**src/shared/bic_pkg.sv**
```systemverilog
// Shared constants and carrier types for the backplane slot controller.
// Assumes a single 250 MHz system clock and bus pins already buffered on-chip.

package bic_pkg;

	// ---------------------------------------------------------------
	// Widths and default settings
	// ---------------------------------------------------------------
	localparam int BIC_LINES = 16;                  // Shared address/data lines
	localparam int BIC_PAGE_W = 13;                 // Offset width inside the I/O page
	localparam logic [12:0] BIC_IO_OFFSET_DEF = 13'h1f40; // Default slot offset, arbitrary
	localparam logic [15:0] BIC_VECTOR_DEF = 16'h00c0;    // Default interrupt vector
	localparam logic [15:0] BIC_ZERO_WORD = 16'h0000;     // Cleared word value
	localparam int BIC_SYNC_STAGES = 2;             // Flip-flops ahead of any pin logic

	// ---------------------------------------------------------------
	// Reset values of pin-facing outputs (all negated)
	// ---------------------------------------------------------------
	localparam logic BIC_NEGATED = 1'b1;            // Active-low line at rest
	localparam logic BIC_OE_OFF = 1'b1;             // Output enable released

	// ---------------------------------------------------------------
	// Pin bundles
	// ---------------------------------------------------------------
	// Control lines arriving from the backplane, all active low
	typedef struct packed {
		logic sync_strobe_n;
		logic data_in_strobe_n;
		logic data_out_strobe_n;
		logic io_page_select_n;
		logic int_ack_in_n;
		logic dma_grant_in_n;
		logic system_init_n;
	} bic_pins_in_type;

	// Control lines driven toward the backplane, all active low
	typedef struct packed {
		logic irq_level4_n;
		logic int_ack_out_n;
		logic dma_request_n;
		logic dma_grant_out_n;
		logic dma_grant_ack_n;
		logic slave_reply_n;
	} bic_pins_out_type;

	// Reset image of the outgoing bundle
	localparam bic_pins_out_type BIC_PINS_OUT_RST = '{default: 1'b1};

endpackage : bic_pkg

```
**src/hdl/bic_slot_ctrl.sv**
```systemverilog
// Slot-side controller: interrupt request and acknowledge chain, DMA grant
// chain, one I/O page word and system initialize handling.
// Assumes backplane pins arrive asynchronous to clk_sys and that a user
// circuit on clk_sys supplies interrupt events, DMA wishes and read data.

`timescale 1ns/1ps

// What this block does
// - Assert level-4 request when enable and request set
// - Accept acknowledge only when requesting and highest
// - Otherwise forward acknowledge to next device
// - I/O page select decodes address lines 0..12
// - Requesting device acknowledges grant, ending propagation
// - Initialize clears registers and returns to state 0
// - Address first, then data, on shared lines
// - Assert reply with vector during interrupt acknowledge
// - Data strobe without sync means interrupt operation
module bic_slot_ctrl #(
	parameter logic [12:0] IO_OFFSET = bic_pkg::BIC_IO_OFFSET_DEF,
	parameter logic [15:0] VECTOR = bic_pkg::BIC_VECTOR_DEF
) (
	// Clock and reset
	input wire logic clk_sys,
	input wire logic rst,
	// Backplane control pins
	input wire bic_pkg::bic_pins_in_type bus_in,
	output bic_pkg::bic_pins_out_type bus_out,
	// Shared address/data lines, split into three signals
	input wire logic [15:0] lines_in,
	output logic [15:0] lines_out,
	output logic lines_oe_n,
	// User side: interrupt
	input wire logic int_enable,
	input wire logic int_raise,
	input wire logic higher_prio_pending,
	output logic int_serviced,
	// User side: DMA
	input wire logic dma_want,
	output logic dma_owner,
	// User side: I/O page word
	input wire logic [15:0] rd_data,
	output logic [15:0] wr_data,
	output logic wr_valid
);
	import bic_pkg::*;

	// ---------------------------------------------------------------
	// Pin synchronisers
	// ---------------------------------------------------------------
	bic_pins_in_type pin_meta_reg;     // First stage, read only by second
	bic_pins_in_type pin_reg;          // Safe copy of the control pins
	logic [15:0] line_meta_reg;        // First stage of the shared lines
	logic [15:0] line_reg;             // Safe copy of the shared lines
	logic init_now;                    // System initialize asserted

	// Two flops per pin; the lines settle before their strobes so the
	// same latency keeps address and strobe in step
	always_ff @(posedge clk_sys or posedge rst) begin
		if (rst) begin
			pin_meta_reg <= '1;
			pin_reg <= '1;
			line_meta_reg <= BIC_ZERO_WORD;
			line_reg <= BIC_ZERO_WORD;
		end else begin
			pin_meta_reg <= bus_in;
			pin_reg <= pin_meta_reg;
			line_meta_reg <= lines_in;
			line_reg <= line_meta_reg;
		end
	end

	assign init_now = !pin_reg.system_init_n;

	// ---------------------------------------------------------------
	// Interrupt request flip-flops
	// ---------------------------------------------------------------
	logic int_en_reg;                  // Interrupt enable flip-flop
	logic int_req_reg;                 // Interrupt request flip-flop
	logic int_active;                  // Both set: requesting on the bus
	logic intack_take;                 // Acknowledge accepted this cycle
	logic irq_n_reg;                   // Level-4 request pin

	assign int_active = int_en_reg && int_req_reg;

	// Request set wins over the clear from an accepted acknowledge
	always_ff @(posedge clk_sys or posedge rst) begin
		if (rst) begin
			int_en_reg <= 1'b0;
			int_req_reg <= 1'b0;
		end else if (init_now) begin
			int_en_reg <= 1'b0;
			int_req_reg <= 1'b0;
		end else begin
			int_en_reg <= int_enable;
			if (int_raise)
				int_req_reg <= 1'b1;
			else if (intack_take)
				int_req_reg <= 1'b0;
		end
	end

	// Request pin follows the two flip-flops
	always_ff @(posedge clk_sys or posedge rst) begin
		if (rst)
			irq_n_reg <= BIC_NEGATED;
		else
			irq_n_reg <= !int_active;
	end

	// ---------------------------------------------------------------
	// Bus cycle state machine
	// ---------------------------------------------------------------
	typedef enum logic [2:0] {
		XF_IDLE, XF_ADDR, XF_READ, XF_WRITE, XF_INTACK_TAKE, XF_INTACK_PASS
	} bic_xf_type;

	bic_xf_type xf_reg;
	bic_xf_type xf_next;
	logic sel_reg;                     // This slot addressed in current cycle
	logic intack_op;                   // Data strobe without sync

	// A data strobe seen without sync is an interrupt cycle
	assign intack_op = !pin_reg.data_in_strobe_n && pin_reg.sync_strobe_n;
	assign intack_take = (xf_reg == XF_IDLE) && intack_op && !pin_reg.int_ack_in_n
		&& int_active && !higher_prio_pending;

	// Next state
	always_comb begin
		xf_next = xf_reg;
		unique case (xf_reg)
			XF_IDLE: begin
				if (!pin_reg.sync_strobe_n)
					xf_next = XF_ADDR;
				else if (intack_op && !pin_reg.int_ack_in_n)
					xf_next = intack_take ? XF_INTACK_TAKE : XF_INTACK_PASS;
			end
			XF_ADDR: begin
				if (pin_reg.sync_strobe_n)
					xf_next = XF_IDLE;
				else if (sel_reg && !pin_reg.data_in_strobe_n)
					xf_next = XF_READ;
				else if (sel_reg && !pin_reg.data_out_strobe_n)
					xf_next = XF_WRITE;
			end
			XF_READ: begin
				if (pin_reg.data_in_strobe_n)
					xf_next = XF_ADDR;
			end
			XF_WRITE: begin
				if (pin_reg.data_out_strobe_n)
					xf_next = XF_ADDR;
			end
			XF_INTACK_TAKE: begin
				if (pin_reg.data_in_strobe_n)
					xf_next = XF_IDLE;
			end
			XF_INTACK_PASS: begin
				// Hold the forwarded acknowledge until the data strobe or the incoming acknowledge negates
				if (pin_reg.data_in_strobe_n || pin_reg.int_ack_in_n)
					xf_next = XF_IDLE;
			end
		endcase
	end

	// State register; initialize returns it to the idle state
	always_ff @(posedge clk_sys or posedge rst) begin
		if (rst)
			xf_reg <= XF_IDLE;
		else if (init_now)
			xf_reg <= XF_IDLE;
		else
			xf_reg <= xf_next;
	end

	// Address decode at the start of each cycle: only the low 13 lines
	// count while the page select is asserted
	always_ff @(posedge clk_sys or posedge rst) begin
		if (rst)
			sel_reg <= 1'b0;
		else if (init_now)
			sel_reg <= 1'b0;
		else if (xf_reg == XF_IDLE && !pin_reg.sync_strobe_n)
			sel_reg <= !pin_reg.io_page_select_n
				&& (line_reg[BIC_PAGE_W-1:0] == IO_OFFSET);
	end

	// ---------------------------------------------------------------
	// Reply, acknowledge forward and line drivers
	// ---------------------------------------------------------------
	logic reply_n_reg;
	logic ack_out_n_reg;
	logic [15:0] lines_out_reg;
	logic oe_n_reg;

	// Outputs follow the next state so they align with the state register
	always_ff @(posedge clk_sys or posedge rst) begin
		if (rst) begin
			reply_n_reg <= BIC_NEGATED;
			ack_out_n_reg <= BIC_NEGATED;
			lines_out_reg <= BIC_ZERO_WORD;
			oe_n_reg <= BIC_OE_OFF;
		end else if (init_now) begin
			reply_n_reg <= BIC_NEGATED;
			ack_out_n_reg <= BIC_NEGATED;
			lines_out_reg <= BIC_ZERO_WORD;
			oe_n_reg <= BIC_OE_OFF;
		end else begin
			reply_n_reg <= !(xf_next inside {XF_READ, XF_WRITE, XF_INTACK_TAKE});
			ack_out_n_reg <= (xf_next != XF_INTACK_PASS);
			oe_n_reg <= !(xf_next inside {XF_READ, XF_INTACK_TAKE});
			if (xf_next == XF_INTACK_TAKE)
				lines_out_reg <= VECTOR;
			else if (xf_next == XF_READ)
				lines_out_reg <= rd_data;
			else
				lines_out_reg <= BIC_ZERO_WORD;
		end
	end

	// Write capture and service pulse
	always_ff @(posedge clk_sys or posedge rst) begin
		if (rst) begin
			wr_data <= BIC_ZERO_WORD;
			wr_valid <= 1'b0;
			int_serviced <= 1'b0;
		end else if (init_now) begin
			wr_data <= BIC_ZERO_WORD;
			wr_valid <= 1'b0;
			int_serviced <= 1'b0;
		end else begin
			wr_valid <= (xf_reg == XF_ADDR) && (xf_next == XF_WRITE);
			if ((xf_reg == XF_ADDR) && (xf_next == XF_WRITE))
				wr_data <= line_reg;
			int_serviced <= intack_take;
		end
	end

	// ---------------------------------------------------------------
	// DMA grant chain
	// ---------------------------------------------------------------
	typedef enum logic [1:0] {DM_IDLE, DM_REQ, DM_OWN, DM_PASS} bic_dm_type;

	bic_dm_type dm_reg;
	bic_dm_type dm_next;
	logic dma_req_n_reg;
	logic grant_out_n_reg;
	logic grant_ack_n_reg;

	// A grant seen before this slot asked is passed on, never taken
	always_comb begin
		dm_next = dm_reg;
		unique case (dm_reg)
			DM_IDLE: begin
				if (!pin_reg.dma_grant_in_n)
					dm_next = DM_PASS;
				else if (dma_want)
					dm_next = DM_REQ;
			end
			DM_REQ: begin
				if (!pin_reg.dma_grant_in_n)
					dm_next = DM_OWN;
				else if (!dma_want)
					dm_next = DM_IDLE;
			end
			DM_OWN: begin
				if (!dma_want)
					dm_next = DM_IDLE;
			end
			DM_PASS: begin
				if (pin_reg.dma_grant_in_n)
					dm_next = DM_IDLE;
			end
		endcase
	end

	// Refresh protection is the master's duty; the user drops dma_want
	// between transfers to leave room for it
	always_ff @(posedge clk_sys or posedge rst) begin
		if (rst) begin
			dm_reg <= DM_IDLE;
			dma_req_n_reg <= BIC_NEGATED;
			grant_out_n_reg <= BIC_NEGATED;
			grant_ack_n_reg <= BIC_NEGATED;
		end else if (init_now) begin
			dm_reg <= DM_IDLE;
			dma_req_n_reg <= BIC_NEGATED;
			grant_out_n_reg <= BIC_NEGATED;
			grant_ack_n_reg <= BIC_NEGATED;
		end else begin
			dm_reg <= dm_next;
			dma_req_n_reg <= (dm_next != DM_REQ);
			grant_out_n_reg <= (dm_next != DM_PASS);
			grant_ack_n_reg <= (dm_next != DM_OWN);
		end
	end

	// ---------------------------------------------------------------
	// Output assembly
	// ---------------------------------------------------------------
	assign bus_out.irq_level4_n = irq_n_reg;
	assign bus_out.int_ack_out_n = ack_out_n_reg;
	assign bus_out.dma_request_n = dma_req_n_reg;
	assign bus_out.dma_grant_out_n = grant_out_n_reg;
	assign bus_out.dma_grant_ack_n = grant_ack_n_reg;
	assign bus_out.slave_reply_n = reply_n_reg;
	assign lines_out = lines_out_reg;
	assign lines_oe_n = oe_n_reg;
	assign dma_owner = !grant_ack_n_reg;

	// ---------------------------------------------------------------
	// Assertions
	// ---------------------------------------------------------------
	a_irq_follows_ff: assert property (@(posedge clk_sys) disable iff (rst)
		1'b1 |=> bus_out.irq_level4_n == !$past(int_active))
		else $error("level-4 request not asserted");
	a_intack_take_vec: assert property (@(posedge clk_sys) disable iff (rst)
		intack_take && !init_now |=> !bus_out.slave_reply_n && lines_out == VECTOR && !lines_oe_n)
		else $error("accepted acknowledge did not present vector");
	a_intack_forward: assert property (@(posedge clk_sys) disable iff (rst)
		xf_reg == XF_IDLE && intack_op && !pin_reg.int_ack_in_n && !intack_take && !init_now
		|=> !bus_out.int_ack_out_n)
		else $error("acknowledge not forwarded");
	a_intack_blocks: assert property (@(posedge clk_sys) disable iff (rst)
		xf_reg == XF_INTACK_TAKE |-> bus_out.int_ack_out_n && !bus_out.slave_reply_n)
		else $error("accepting slot leaked acknowledge");
	a_page_decode: assert property (@(posedge clk_sys) disable iff (rst)
		xf_reg == XF_READ |-> sel_reg)
		else $error("read answered without page match");
	a_grant_pass: assert property (@(posedge clk_sys) disable iff (rst)
		dm_reg == DM_IDLE && !pin_reg.dma_grant_in_n && !init_now
		|=> !bus_out.dma_grant_out_n && bus_out.dma_grant_ack_n)
		else $error("unrequested grant not passed");
	a_grant_take: assert property (@(posedge clk_sys) disable iff (rst)
		dm_reg == DM_REQ && !pin_reg.dma_grant_in_n && !init_now
		|=> !bus_out.dma_grant_ack_n && bus_out.dma_grant_out_n && bus_out.dma_request_n)
		else $error("requested grant not acknowledged");
	a_init_clears: assert property (@(posedge clk_sys) disable iff (rst)
		init_now |=> xf_reg == XF_IDLE && dm_reg == DM_IDLE && !int_req_reg
		&& bus_out.slave_reply_n)
		else $error("initialize left state behind");
	a_read_data: assert property (@(posedge clk_sys) disable iff (rst)
		xf_reg == XF_ADDR && xf_next == XF_READ && !init_now
		|=> lines_out == $past(rd_data) && !bus_out.slave_reply_n)
		else $error("read data not driven");
	a_intack_nosync: assert property (@(posedge clk_sys) disable iff (rst)
		xf_reg == XF_IDLE && intack_op && !init_now
		|=> !(xf_reg inside {XF_ADDR, XF_READ, XF_WRITE}) && !wr_valid)
		else $error("strobe without sync started a data transfer");

endmodule : bic_slot_ctrl

```
**config.mk**
```make
export PLATFORM = sky130hd
export DESIGN_NAME = bic_slot_ctrl
export DESIGN_NICKNAME = d
export VERILOG_FILES = /design/src/shared/bic_pkg.sv /design/src/hdl/bic_slot_ctrl.sv
export SDC_FILE = /design/constraint.sdc
export NUM_CORES = 1
export LEC_CHECK = 0
export ABC_AREA = 1
export BUFFER_PORTS_ARGS = -buffer_cell sky130_fd_sc_hd__buf_2
export CORE_UTILIZATION = 56
export DETAILED_ROUTE_END_ITERATION = 6
export PLACE_DENSITY = 0.94
export SETUP_SLACK_MARGIN = 0.1
export SYNTH_ARGS = -nofsm -noshare
export SYNTH_HDL_FRONTEND = slang
export SYNTH_SLANG_ARGS = --single-unit
```
**constraint.sdc**
```tcl
create_clock -name clk_sys -period 8.2 [get_ports clk_sys]
set_input_delay 0.41 -clock clk_sys [delete_from_list [all_inputs] [get_ports clk_sys]]
set_output_delay 0.41 -clock clk_sys [all_outputs]
set_load 0.01 [all_outputs]
```
# Word level (Yosys, flattened, before mapping)

Index checks and enable logic that the tools add are counted.

Flip-flop bits (word level): 95
Latch bits: 0
Bits in writable memories: 0
Bits in read-only memories: 0
Memories kept: 0

$add $sub $neg: 0
Multiply operators: 0
Div/mod/pow operators: 0
$lt $le $gt $ge: 0
Equality and inequality tests: 19
Shift operators: 0
Muxes and demuxes: 38
Bitwise logic cells: 0
Reduce and logical (&&, ||, !) cells: 27

Operators with widths:

| cell                                                                     | count |
|---|---|
| 16-bit two-way mux                                                       | 5 |
| 3-bit two-way mux                                                        | 10 |
| 3-bit one-hot mux with 6 select lines                                    | 1 |
| 1-bit two-way mux                                                        | 15 |
| 13-bit equality test (second input constant)                             | 1 |
| 3-bit by 2-bit equality test with 1-bit output (second input constant)   | 4 |
| 1-bit logical AND                                                        | 12 |
| 2-bit two-way mux                                                        | 6 |
| 1-bit logical NOT                                                        | 10 |
| 3-bit equality test (second input constant)                              | 3 |
| 2-bit one-hot mux with 4 select lines                                    | 1 |
| 2-bit by 1-bit inequality test with 1-bit output (second input constant) | 3 |
| 2-bit equality test (second input constant)                              | 2 |
| 2-bit inequality test (second input constant)                            | 2 |
| 3-bit by 1-bit equality test with 1-bit output (second input constant)   | 1 |
| 3-bit logical NOT                                                        | 1 |
| 3-bit by 2-bit inequality test with 1-bit output (second input constant) | 1 |
| 3-bit inequality test (second input constant)                            | 1 |
| 3-bit nonzero test                                                       | 1 |
| 2-bit by 1-bit equality test with 1-bit output (second input constant)   | 1 |
| 2-bit logical NOT                                                        | 1 |
| 2-bit nonzero test                                                       | 1 |
| 1-bit logical OR                                                         | 1 |

# Depth between registers and ports, before layout

Gate-level depths: netlist (run 1).

Depth after elaboration: 14
Mapped depth: 13
Gate-level depth less buffers: 12

# Least setup slack after synthesis (run 1)

OpenSTA, ideal clock, no wires.

Path kind: register to register
Start: reg pin_reg[5] in the netlist's numbering
End: reg wr_data[1]
Setup time: 0.117 ns
Arrival time: 1.383 ns
Data required time: 8.083 ns
Slack: 6.700 ns
Cell stages (with the launch flop): 11
Buffers on the path: 1
Clock period less this slack: 1.500 ns
Path through: dfstp_2 nor2_1 inv_1 o21ai_1 nor2_2 nand2_4 nand2_8 nor2_8 buf_12 nand2_2 nand2_1

Cells in the longest elaborated chain, start to end: 13
Elaborated cells between the ends (all ways): 21
Those cells by class: eq/ne (2); mux (9); reduce/logical (10)

Ends and longest elaborated chain:

| item                                                                  | line                                       | text |
|---|---|---|
| from (decl)                                                           | bic_slot_ctrl.sv:51                        | `bic_pins_in_type pin_reg;` |
| from (signal assigned)                                                | bic_slot_ctrl.sv:66                        | `pin_reg <= pin_meta_reg;` |
| 1-bit logical NOT                                                     | bic_slot_ctrl.sv:123, bic_slot_ctrl.sv:140 |  |
| 1-bit logical AND                                                     | bic_slot_ctrl.sv:123                       | `assign intack_op = !pin_reg.data_in_strobe_n && pin_reg.sync_strobe_n;` |
| 1-bit logical AND (2 in a row)                                        | bic_slot_ctrl.sv:124                       | `assign intack_take = (xf_reg == XF_IDLE) && intack_op && !pin_reg.int_ack_in_n` |
| 1-bit logical AND (2 in a row)                                        | bic_slot_ctrl.sv:125                       | `&& int_active && !higher_prio_pending;` |
| 1-bit two-way mux                                                     | bic_slot_ctrl.sv:135                       | `xf_next = intack_take ? XF_INTACK_TAKE : XF_INTACK_PASS;` |
| 3-bit two-way mux                                                     | bic_slot_ctrl.sv:134                       | `else if (intack_op && !pin_reg.int_ack_in_n)` |
| 3-bit two-way mux                                                     | bic_slot_ctrl.sv:132                       | `if (!pin_reg.sync_strobe_n)` |
| 3-bit one-hot mux with 6 select lines (*)                             | bic_slot_ctrl.sv:130                       | `unique case (xf_reg)` |
| 3-bit by 2-bit equality test with 1-bit output (*)                    | bic_slot_ctrl.sv:232                       | `if ((xf_reg == XF_ADDR) && (xf_next == XF_WRITE))` |
| 1-bit logical AND (*)                                                 | bic_slot_ctrl.sv:232                       |  |
| 2-bit by 1-bit inequality test with 1-bit output (no source line) (*) | n/a                                        |  |
| to (signal assigned)                                                  | bic_slot_ctrl.sv:233                       | `wr_data <= line_reg;` |
| to (decl)                                                             | bic_slot_ctrl.sv:42                        | `output logic [15:0] wr_data,` |

Every way passes the cells marked *; elsewhere a longest branch is shown, timed or not.
A chain may end at the register's enable or synchronous reset.

# Final worst setup path (run 1)

Start: reg pin_reg[0] in the netlist's numbering
End: reg wr_data[11]

Cells in the longest elaborated chain, start to end: 1
Elaborated cells between the ends (all ways): 2
Those cells by class: eq/ne (1); mux (1)

Ends and longest elaborated chain:

| item |
|---|
| 2-bit by 1-bit inequality test with 1-bit output (no source line) or 16-bit two-way mux (tied branches) |

Parallel ways exist; a longest one is shown, timed or not.

==> results of run 1 <==
[placed cells by master (no fill, tap or decap), types with 2 or more instances in the layout]
master,synthesis,final
dfstp_2,21,21
nand3_1,26,26
inv_2,3,3
nor3_1,4,4
o21ai_0,6,6
inv_1,33,32
a21oi_1,6,6
clkinv_2,1,3
nand4_1,6,6
dfrtp_1,74,74
buf_2,1,86
nor2_2,16,16
nor2_1,20,20
clkbuf_8,0,9
nand2_2,13,13
nand2_4,2,2
bufinv_16,0,2
nand2_1,49,49
[path summary, 6_finish.rpt]
| kind | endpoint | slack [ps] | depth (start not counted) |
|---|---|---|---|
| min in group asynchronous | line_meta_reg[3] | 390 | 3 |
| setup reg to reg | wr_data[11] | 6300 | 4 |
| hold / removal | pin_meta_reg[1] | 150 | 1 |
| setup / recovery | wr_data[11] | 6300 | 4 |
| hold reg to reg | line_reg[7] | 350 | 0 |
| max in group asynchronous | line_reg[10] | 7060 | 3 |
[critical path, stage by stage, from the launching register on]
cell	delay (ps)
dfstp_2	830
clkinv_1	440
nor2_8	380
nand2_1	100
nand2_1	80
[routing by layer]
layer / routed length (um) / global-route usage [%] / share of wire [%]
met3: 368 / 5.11 / 6.0
met5: 0 / 0 / 0
met4: 116 / 9.82 / 1.9
met1: 2540 / 26.5 / 42
met2: 3090 / 33.8 / 51
[stage by stage]
step | utilization [%] | instances
detailed placement | 65.2 | 449
global placement | 65.2 | 449
CTS | 68.9 | 465
finish | 68.9 | 465
global route | 68.9 | 465
floorplan | - | 299
[kinds of logic (layout without fill, tap and decap cells)]
| group | after synthesis | after routing | synth area share (%) |
|---|---|---|---|
| AO/OA/AOI/OAI | 14 | 14 | 2.12 |
| buffers and inverters | 50 | 141 | 7.12 |
| AND/OR/NAND/NOR | 140 | 140 | 20.6 |
| flip-flops | 95 | 95 | 70.1 |
[cell usage after synthesis, drive strengths merged]
cell,instances,area share (%)
o21ai,7,1.0
nor3,4,0.58
nor2,37,5.7
nand3,27,4.1
inv,36,3.9
clkbuf,2,0.22
o31ai,1,0.22
clkinv,2,0.26
dfstp,21,16
nor4,1,0.18
nand2,65,9.0
buf,10,2.7
nand4,6,1.1
dfrtp,74,54
a21oi,6,0.88
[area by class of cell]
type,count,share of cell area [%]
Clock buffer,10,3.13
Clock inverter,6,2.27
Inverter,38,3.56
Multi-Input combinational cell,154,19.1
Sequential cell,95,58.9
Tap cell,75,2.30
Timing Repair Buffer,87,10.7
[report_power, final]
| group | switching [uW] | total (uW) | internal [uW] |
|---|---|---|---|
| clock | 160 | 335 | 175 |
| sequential | 24.3 | 535 | 510 |
| combinational | 136 | 203 | 67.9 |
==> metrics, run 1 <==
share of layout cells above drive strength 1=about two fifths; Post-Route WL=6120 um; worst-margin pin slew=around 1100 ps; CP Data Arrival Time=~2200 ps; Post-DP HPWL=approximately 4300 um; setup TNS=0 ps; initial antenna violation count=0; Unique masters post-synth=27; num rows=28; syn avg cell area=approximately 11 um2; Hold WC Path Type=primary input to register; Longest Clk Path Bufs=2; initial core utilization=~58%; Pwr Total=between 1000 and 1500 uW; Tmin final=~1900 ps; fin crit share=between 20 and 25%; port buffer count=between 80 and 90; Final WS setup=6300 ps; die area=about 6400 um2; Synth Instances=approximately 300; Core Area=5920 um2; CTS tree=yes; Final Cell Area=between 4000 and 5000 um2; WHS=152 ps; vias in the first global route=between 2k and 2.5k; wire per inst=around 13 um; max cap viols=0; die width=~80 um; leakage power=0.00222 uW; Seq cells post-synth=95; total CTS buffers=9; hold_sp=bus_in[1]; Via density=~5; CP Launch Point=pin_reg[0]; DR iter-0 viols=121; first-pass GRT wire length=9800 um; VDD IR max=roughly 200 uV; largest net degree at the start of global routing=96; clock slew at reported path FFs=~90 ps; GRT Residual Overflow=0; Worst EP required=approximately 8500 ps; status=complete, no violations; P per Cell Area=~260 nW/um2; fmax=527 MHz; count of final hold-check violations=0; FF/Latch Area=2400 um2; area of the mapped netlist=3430 um2; Max-Slew Margin vs Limit=24.9%; Die H=between 80 and 90 um; drt pass-1 iters=5; Area growth, synth to finish=19.1%; crit path max fanout=25; multi-input logic area=slightly below 800 um2; vias post-DR=between 2k and 2.5k; Critical Path End Type=register; ANT nets after route=0; post_cts resized=0; origin of the critical flop-to-flop path=pin_reg[0]; RSZ-0062 raised after global routing=false; crit path kind=register to register; ant diodes=0; Final GP Congestion=just over 0.8; CTS H-tree depth=3; CTS Sinks=95; clk_skew=roughly 14 ps; GRT Overall Usage=20.9%; Fill cells=435; CTS root buffer=clkbuf_8; I/O pin cnt=87; Critical Path Source Type=register; Post-Place Setup Slack=6360 ps; DP Area=about 3900 um2; sequential area share after synthesis=a little over two thirds; DRC viols=0; Max Slew Vio Count=0; syn nets=about 340; YS warnings=0; Final Setup Violations=0; CTS Hold Bufs=0; clock latency on the worst-skew pair=roughly 350 ps; final net count=430; # Post-CTS Setup Buffers=0
No activity file was read; power rests on OpenSTA's default activity.
==> run 2: changes to the inputs <==
--- a/config.mk
+++ b/config.mk
@@ -7,9 +7,9 @@
 export LEC_CHECK = 0
 export ABC_AREA = 1
 export BUFFER_PORTS_ARGS = -buffer_cell sky130_fd_sc_hd__buf_2
-export CORE_UTILIZATION = 56
+export CORE_UTILIZATION = 47
 export DETAILED_ROUTE_END_ITERATION = 6
-export PLACE_DENSITY = 0.94
+export PLACE_DENSITY = 0.85
 export SETUP_SLACK_MARGIN = 0.1
 export SYNTH_ARGS = -nofsm -noshare
 export SYNTH_HDL_FRONTEND = slang
==> constraint.sdc (replaced) <==
create_clock -name clk_sys -period 1.55 [get_ports clk_sys]
set_input_delay 0.0775 -clock clk_sys [delete_from_list [all_inputs] [get_ports clk_sys]]
set_output_delay 0.0775 -clock clk_sys [all_outputs]
set_load 0.01 [all_outputs]
==> run 2 against run 1 <==
  * The run now ends with setup timing left
  * Total power increased to 6.0 times the previous value
  * Final area increased by 22%
  * Global-route usage increased by 0.44 points
  * Sequential share of layout area decreased by 11 points
  * Via count increased by 15%
  * Non-clock buffer count increased by 66
  * Combinational power increased to 9.8 times the previous value
  * Critical path depth increased by 6
  * Register-to-register slack got worse by 6400 ps
  * Flip-flop and latch count unchanged
  * Clock power increased to 4.7 times the previous value
  * Critical path type unchanged
==> metrics, run 2 (synthesis gave the netlist of run 1 again) <==
initial core utilization=49.6% (-8.3 points); P per Cell Area=1290 nW/um2 (+390%); drt pass-1 iters=4 (-1); VDD IR max=1010 uV (+410%); crit path kind=register to register; crit path max fanout=8 (-68%); hold_sp=rd_data[6]; Post-Route WL=8000 um (+31%); CTS root buffer=clkbuf_8; fin crit share=103% (+80 points); CTS H-tree depth=3 (unchanged); ANT nets after route=0 (unchanged); Core Area=6910 um2 (+17%); Via density=4.76 (-2.9%); net switching power=2130 uW (+570%); clk_skew=8.58 ps (-5.32 ps); vias in the first global route=2620 (+21%); Die H=87.4 um (+8.9%); largest net degree at the start of global routing=81 (-16%); Min-Delay Path Depth=3 (+2); fmax=626 MHz (+19%); max cap viols=0 (unchanged); Hold WC Path Type=primary input to register; CTS tree=yes; Comb pwr share=30.8% (+12 points); worst-margin pin slew=404 ps (-723 ps); CTS Sinks=95 (unchanged); commonest non-fill, non-tap cell in the layout=buf_2; CP Data Arrival Time=1890 ps (-290 ps); GRT Overall Usage=21.3% (+0.44 points); clock share of power=24.8% (-6.4 points); Longest Clk Path Bufs=2 (unchanged); Area growth, synth to finish=45.4%; R2R setup slack=-50 ps (-6350 ps); Post-Place Setup Slack=-141 ps (-6510 ps); Final WS setup=-48.5 ps (-6350 ps); wire per inst=14.5 um (+10%); RSZ-0062 raised after global routing=true; final net count=496 (+15%); Critical Path End Type=register; die width=87.4 um (+8.9%); WHS=38.3 ps (-114 ps); final std cells w/o fill=552 (+19%); ant diodes=0 (unchanged); share of layout cells above drive strength 1=50.7% (+9.1 points); clock latency on the worst-skew pair=350 ps (about the same); Final Setup Violations=28 (+28); R2R depth=10 (+6); leakage power=0.00256 uW (+15%); Hold Path End=lines_out[6]; origin of the critical flop-to-flop path=xf_reg[2]; clock slew at reported path FFs=90 ps (about the same); I/O pin cnt=87 (unchanged); Worst EP required=1840 ps (-6640 ps); cell count after placement=477 (+6.2%); first-pass GRT wire length=11900 um (+21%); GRT Residual Overflow=0 (unchanged); DR iter-0 viols=135 (+12%); RR Endpoint=wr_data[15]; vias post-DR=2629 (+15%); internal power=4280 uW (+470%); Post-DP HPWL=4610 um (+6.2%); Max Slew Vio Count=0 (unchanged); die area=7640 um2 (+19%); initial antenna violation count=0 (unchanged); Max-Slew Margin vs Limit=72.8% (+48 points); count of final hold-check violations=0 (unchanged); num rows=30 (+7.1%); Final GP Congestion=0.903 (+8.7%); switching part of the total=33.2% (+3.4 points); sequential power share=44.4% (-5.4 points); Tmin final=1600 ps (-299 ps); Critical Path Source Type=register; status=finished, violations left; total CTS buffers=9 (unchanged); DRC viols=0 (unchanged); failing checks=setup timing; most frequent cells in the layout=buf_2 (86), dfrtp_1 (71), dlygate4sd3_1 (41), nand2_1 (30), inv_1 (27); port buffer count=86 (unchanged)
## run 2: changes by cell type in the layout (fill, tap and decap cells not counted), moves of 5 or more
cell | previous run | this run
nand2_1 | 49 | 30
dlygate4sd3_1 | 0 | 41
nor2_1 | 20 | 11
nand2_2 | 13 | 25
nand2_4 | 2 | 9
inv_1 | 32 | 27
buf_4 | 1 | 20
nor2_4 | 0 | 12
## run 2: layout make-up
class                      count  area, um2
sequential                    95       2410
multi-input combinational    154       1000
clock inverter                 5       58.8
timing repair buffer         153       1110
inverter                      38        159
fill                         503       1920
tap                           96        120
clock buffer                  11        131
## run 2: worst max-delay path by stage
stage,startpoint,endpoint,cells after the start
2_1_floorplan,pin_reg[4],wr_data[1],12
4_1_cts,pin_reg[4],wr_data[0],12
3_3_place_gp,xf_reg[2],wr_data[12],9
6_report,xf_reg[2],wr_data[15],10
5_1_grt,xf_reg[0],wr_data[8],12
3_5_place_dp,xf_reg[0],wr_data[11],11
## run 2: critical path: stages, from the launching register on
cell and delay (ps):
dfrtp_2 480, inv_4 120, nand4_1 200, nor2_4 170
nor2_4 60, nand2_4 80, nand2_8 70, nor2_8 110
buf_8 150, nand2_2 50, nand2_2 40
## run 2: power groups by stage
stage / clock [uW] / combinational [uW] / sequential [uW]
3_3_place_gp: 0 / 1080 / 2850
4_1_cts: 1600 / 1490 / 2820
6_report: 1590 / 1980 / 2850
3_5_place_dp: 0 / 1140 / 2860
5_1_grt: 1720 / 2110 / 2860
2_1_floorplan: 0 / 804 / 2870
## run 2: metrics by stage
step	power [uW]	util, %	TNS, ps	cell area [um2]
floorplan	3670	-	0	3430
global placement	3930	57.5	-234	3970
detailed placement	4000	57.5	-1490	3970
CTS	5910	68.5	-453	4730
global route	6690	72.1	-2940	4980
finish	6410	72.1	-759	4980
## run 2: what timing repair did
item / in CTS / in global routing
hold buffers: 41 / 0
setup endpoints to repair: 36 / 38
resized for setup: 17 / 57
gates cloned: 0 / 1
pin swaps: 10 / 19
hold endpoints to repair: 115 / 0
buffers inserted: 14 / 4
## run 2: per-layer routing
layer	track usage [%]	share of wire, %	up-vias
met5	0	0	-
met4	11.9	3.9	0
met3	4.55	5.3	27
met2	38.3	54	108
met1	23.3	37	1270
li1	-	-	1224
==> run 3: changes to the inputs <==
--- a/config.mk
+++ b/config.mk
@@ -5,11 +5,12 @@
 export SDC_FILE = /design/constraint.sdc
 export NUM_CORES = 1
 export LEC_CHECK = 0
-export ABC_AREA = 1
-export BUFFER_PORTS_ARGS = -buffer_cell sky130_fd_sc_hd__buf_2
-export CORE_UTILIZATION = 47
+export ABC_AREA = 0
+export CORE_UTILIZATION = 55
 export DETAILED_ROUTE_END_ITERATION = 6
-export PLACE_DENSITY = 0.85
+export DONT_BUFFER_PORTS = 1
+export GPL_ROUTABILITY_DRIVEN = 1
+export PLACE_DENSITY = 0.83
 export SETUP_SLACK_MARGIN = 0.1
 export SYNTH_ARGS = -nofsm -noshare
 export SYNTH_HDL_FRONTEND = slang
==> run 3 against run 2 <==
  * Clock skew rose by 2.3 ps
  * Worst hold slack improved by 180 ps
  * Via count fell by 21%
  * Largest cell class unchanged
  * Combinational power fell by 77%
  * The run still ends with setup timing left
  * First-iteration DRC count fell by 6.7%
  * Setup slack got worse by 350 ps
  * Critical path type unchanged
  * Fmax fell by 18%
  * Flip-flop and latch count did not move
==> metrics, run 3 <==
Max-Slew Margin vs Limit=71.2% (-1.6 points); multi-input logic area=981 um2 (-1.9%); initial antenna violation count=0 (unchanged); Tmin final=1940 ps (+345 ps); die width=80.4 um (-7.9%); wire per inst=16.9 um (+17%); RR Endpoint=lines_out[7]; clock share of power=33.1% (+8.3 points); Post-Route WL=6630 um (-17%); Max Slew Vio Count=0 (unchanged); I/O pin cnt=87 (unchanged); clk_skew=10.9 ps (+2.28 ps); CTS H-tree depth=3 (unchanged); syn nets=290 (-16%); sequential power share=57.1% (+13 points); num rows=28 (-6.7%); switching part of the total=23.4% (-9.8 points); Unique masters post-synth=42 (+56%); synth cell count leaders=dfrtp_1 (74), nand2_1 (39), dfstp_2 (21), and2_1 (18), mux2i_1 (16); Core Area=5920 um2 (-14%); fin crit share=125% (+22 points); Final WS setup=-394 ps (-345 ps); cell taking the most area after synthesis=dfrtp_1; origin of the critical flop-to-flop path=xf_reg[2]; GRT Overall Usage=21.9% (+0.62 points); Fill cells=369 (-27%); setup TNS=-13290 ps (-12530 ps); ys async rst share=100% (unchanged); final net count=357 (-28%); first-pass GRT wire length=10100 um (-15%); status=finished, violations left; Comb pwr share=9.8% (-21 points); max cap viols=0 (unchanged); share of layout cells above drive strength 1=30.3% (-20 points); GRT Residual Overflow=0 (unchanged); CTS tree=yes; fmax=514 MHz (-18%); Worst EP required=1790 ps (-50 ps); vias in the first global route=2131 (-19%); crit path kind=register to register; YS warnings=0 (unchanged); syn avg cell area=13.8 um2 (+21%); ANT nets after route=0 (unchanged); CTS Sinks=95 (unchanged); clock latency on the worst-skew pair=350 ps (about the same); Seq cells post-synth=95 (unchanged); Post-DP HPWL=4020 um (-13%); most numerous cell in the Yosys netlist=dfrtp_1; VDD IR max=707 uV (-30%); internal power=3560 uW (-17%); vias post-DR=2088 (-21%); largest net degree at the start of global routing=38 (-53%); port buffer count=0 (-100%); RSZ-0062 raised after global routing=true; leakage power=0.00193 uW (-25%); Synth Instances=245 (-18%); Hold WC Path Type=primary input to asynchronous set/reset pin; crit path max fanout=8 (unchanged); CP Data Arrival Time=2180 ps (+290 ps); DRC viols=0 (unchanged); Area growth, synth to finish=30.2%; Final GP Congestion=0.840 (-7.0%); WHS=215 ps (+176 ps); count of final hold-check violations=0 (unchanged); commonest non-fill, non-tap cell in the layout=dfrtp_1; P per Cell Area=1050 nW/um2 (-18%); FF/Latch Area=2400 um2 (-0.16%); R2R depth=6 (-4); top post-synthesis cells by area=dfrtp_1 (55%), dfstp_2 (16%), mux2i_1 (4.7%); worst-margin pin slew=431 ps (+26.9 ps); Main synth FF type=dfrtp_1; DR iter-0 viols=126 (-6.7%); drt pass-1 iters=4 (unchanged); most frequent cells in the layout=dfrtp_1 (74), dlygate4sd3_1 (43), nand2_1 (37), dfstp_2 (21), buf_4 (21); sequential area share after synthesis=71.0% (+0.88 points); Longest Clk Path Bufs=2 (unchanged); ant diodes=0 (unchanged); R2R setup slack=-390 ps (-350 ps); Yosys top cell area share=54.7% (+0.68 points); Die H=80.4 um (-7.9%); failing checks=setup timing; die area=6470 um2 (-15%); number of flops mapped to enable cells by yosys=0 (unchanged); Critical Path End Type=register; CTS root buffer=clkbuf_8; Final Setup Violations=39 (+39%); initial core utilization=57.2% (+7.5 points); net switching power=1080 uW (-49%); clock slew at reported path FFs=90 ps (about the same); Critical Path Source Type=register; area of the mapped netlist=3380 um2 (-1.2%); total CTS buffers=9 (unchanged); Via density=5.33 (+12%)
run 3: changes by cell type in the layout (fill, tap and decap cells not counted), moves of 11 or more:
cell and change:
nor2_2 -12, nor2_4 -11, and2_1 +18, buf_2 -86, nand2_2 -23, inv_1 -24
nand3_1 -20, mux2i_1 +15
run 3: final cells by class:
| type | instances | share of cell area [%] |
|---|---|---|
| flip-flops and latches | 95 | 54.6 |
| multi-input cells | 129 | 22.3 |
| repair buffers | 73 | 16.4 |
| clock buffers | 9 | 2.81 |
| well taps | 75 | 2.13 |
| clock inverters | 7 | 1.45 |
| inverters | 4 | 0.426 |
run 3: worst max-delay path by stage:
stage	startpoint	to	slack (ps)	cells past startpoint
3_3_place_gp	xf_reg[1]	lines_out[7]	-460	8
6_report	xf_reg[2]	lines_out[7]	-390	6
2_1_floorplan	xf_reg[2]	wr_data[3]	-400	8
5_1_grt	xf_reg[2]	wr_data[8]	-430	6
4_1_cts	xf_reg[2]	wr_data[8]	-350	6
3_5_place_dp	xf_reg[1]	lines_out[7]	-480	8
run 3: what timing repair did:
item                                    in CTS  in global routing
buffers inserted                             4                  6
pin swaps                                    6                  6
hold buffers                                43                  0
endpoints found under the setup margin      42                 42
gates resized for setup                     17                 17
endpoints found under the hold margin       93                  0
cloned                                       0                  1
run 3: layer usage:
layer  global-route usage (%)  up-vias  routed length [um]
met3                     7.50        8                 284
met5                        0        -                   0
met4                     9.46        0                  55
li1                         -      937                   -
met1                     26.5     1081                2790
met2                     35.8       62                3500
run 3: cells by family (layout without fill, tap and decap cells):
family,Yosys count,after routing,share of synthesized area (%)
mux,16,16,4.73
flops,95,95,71.0
compound gates,23,23,5.10
buf+inv,21,93,4.18
simple gates,90,90,15.0
run 3: power by group through the flow:
stage,clock (uW),combinational (uW),sequential (uW)
floorplan,0,219,2670
global placement,0,269,2690
detailed placement,0,279,2690
CTS,1570,409,2650
global route,1670,493,2660
finish,1540,455,2650
run 3: stage by stage:
step / std cells / utilization [%] / power, uW / setup WS [ps] / area [um2]
6_report: 392 / 74.4 / 4640 / -394 / 4410
5_1_grt: 392 / 74.4 / 4830 / -430 / 4410
4_1_cts: 386 / 72.3 / 4630 / -354 / 4280
3_5_place_dp: 324 / 59.9 / 2970 / -479 / 3550
3_3_place_gp: 324 / 59.9 / 2960 / -455 / 3550
2_1_floorplan: 245 / - / 2890 / -404 / 3400
run 3: worst max-delay path, stage by stage (launching register included):
cell	delay [ps]
dfrtp_1	400
buf_4	170
or3_4	380
a311oi_2	380
nor4b_2	120
buf_4	170
a31o_2	210
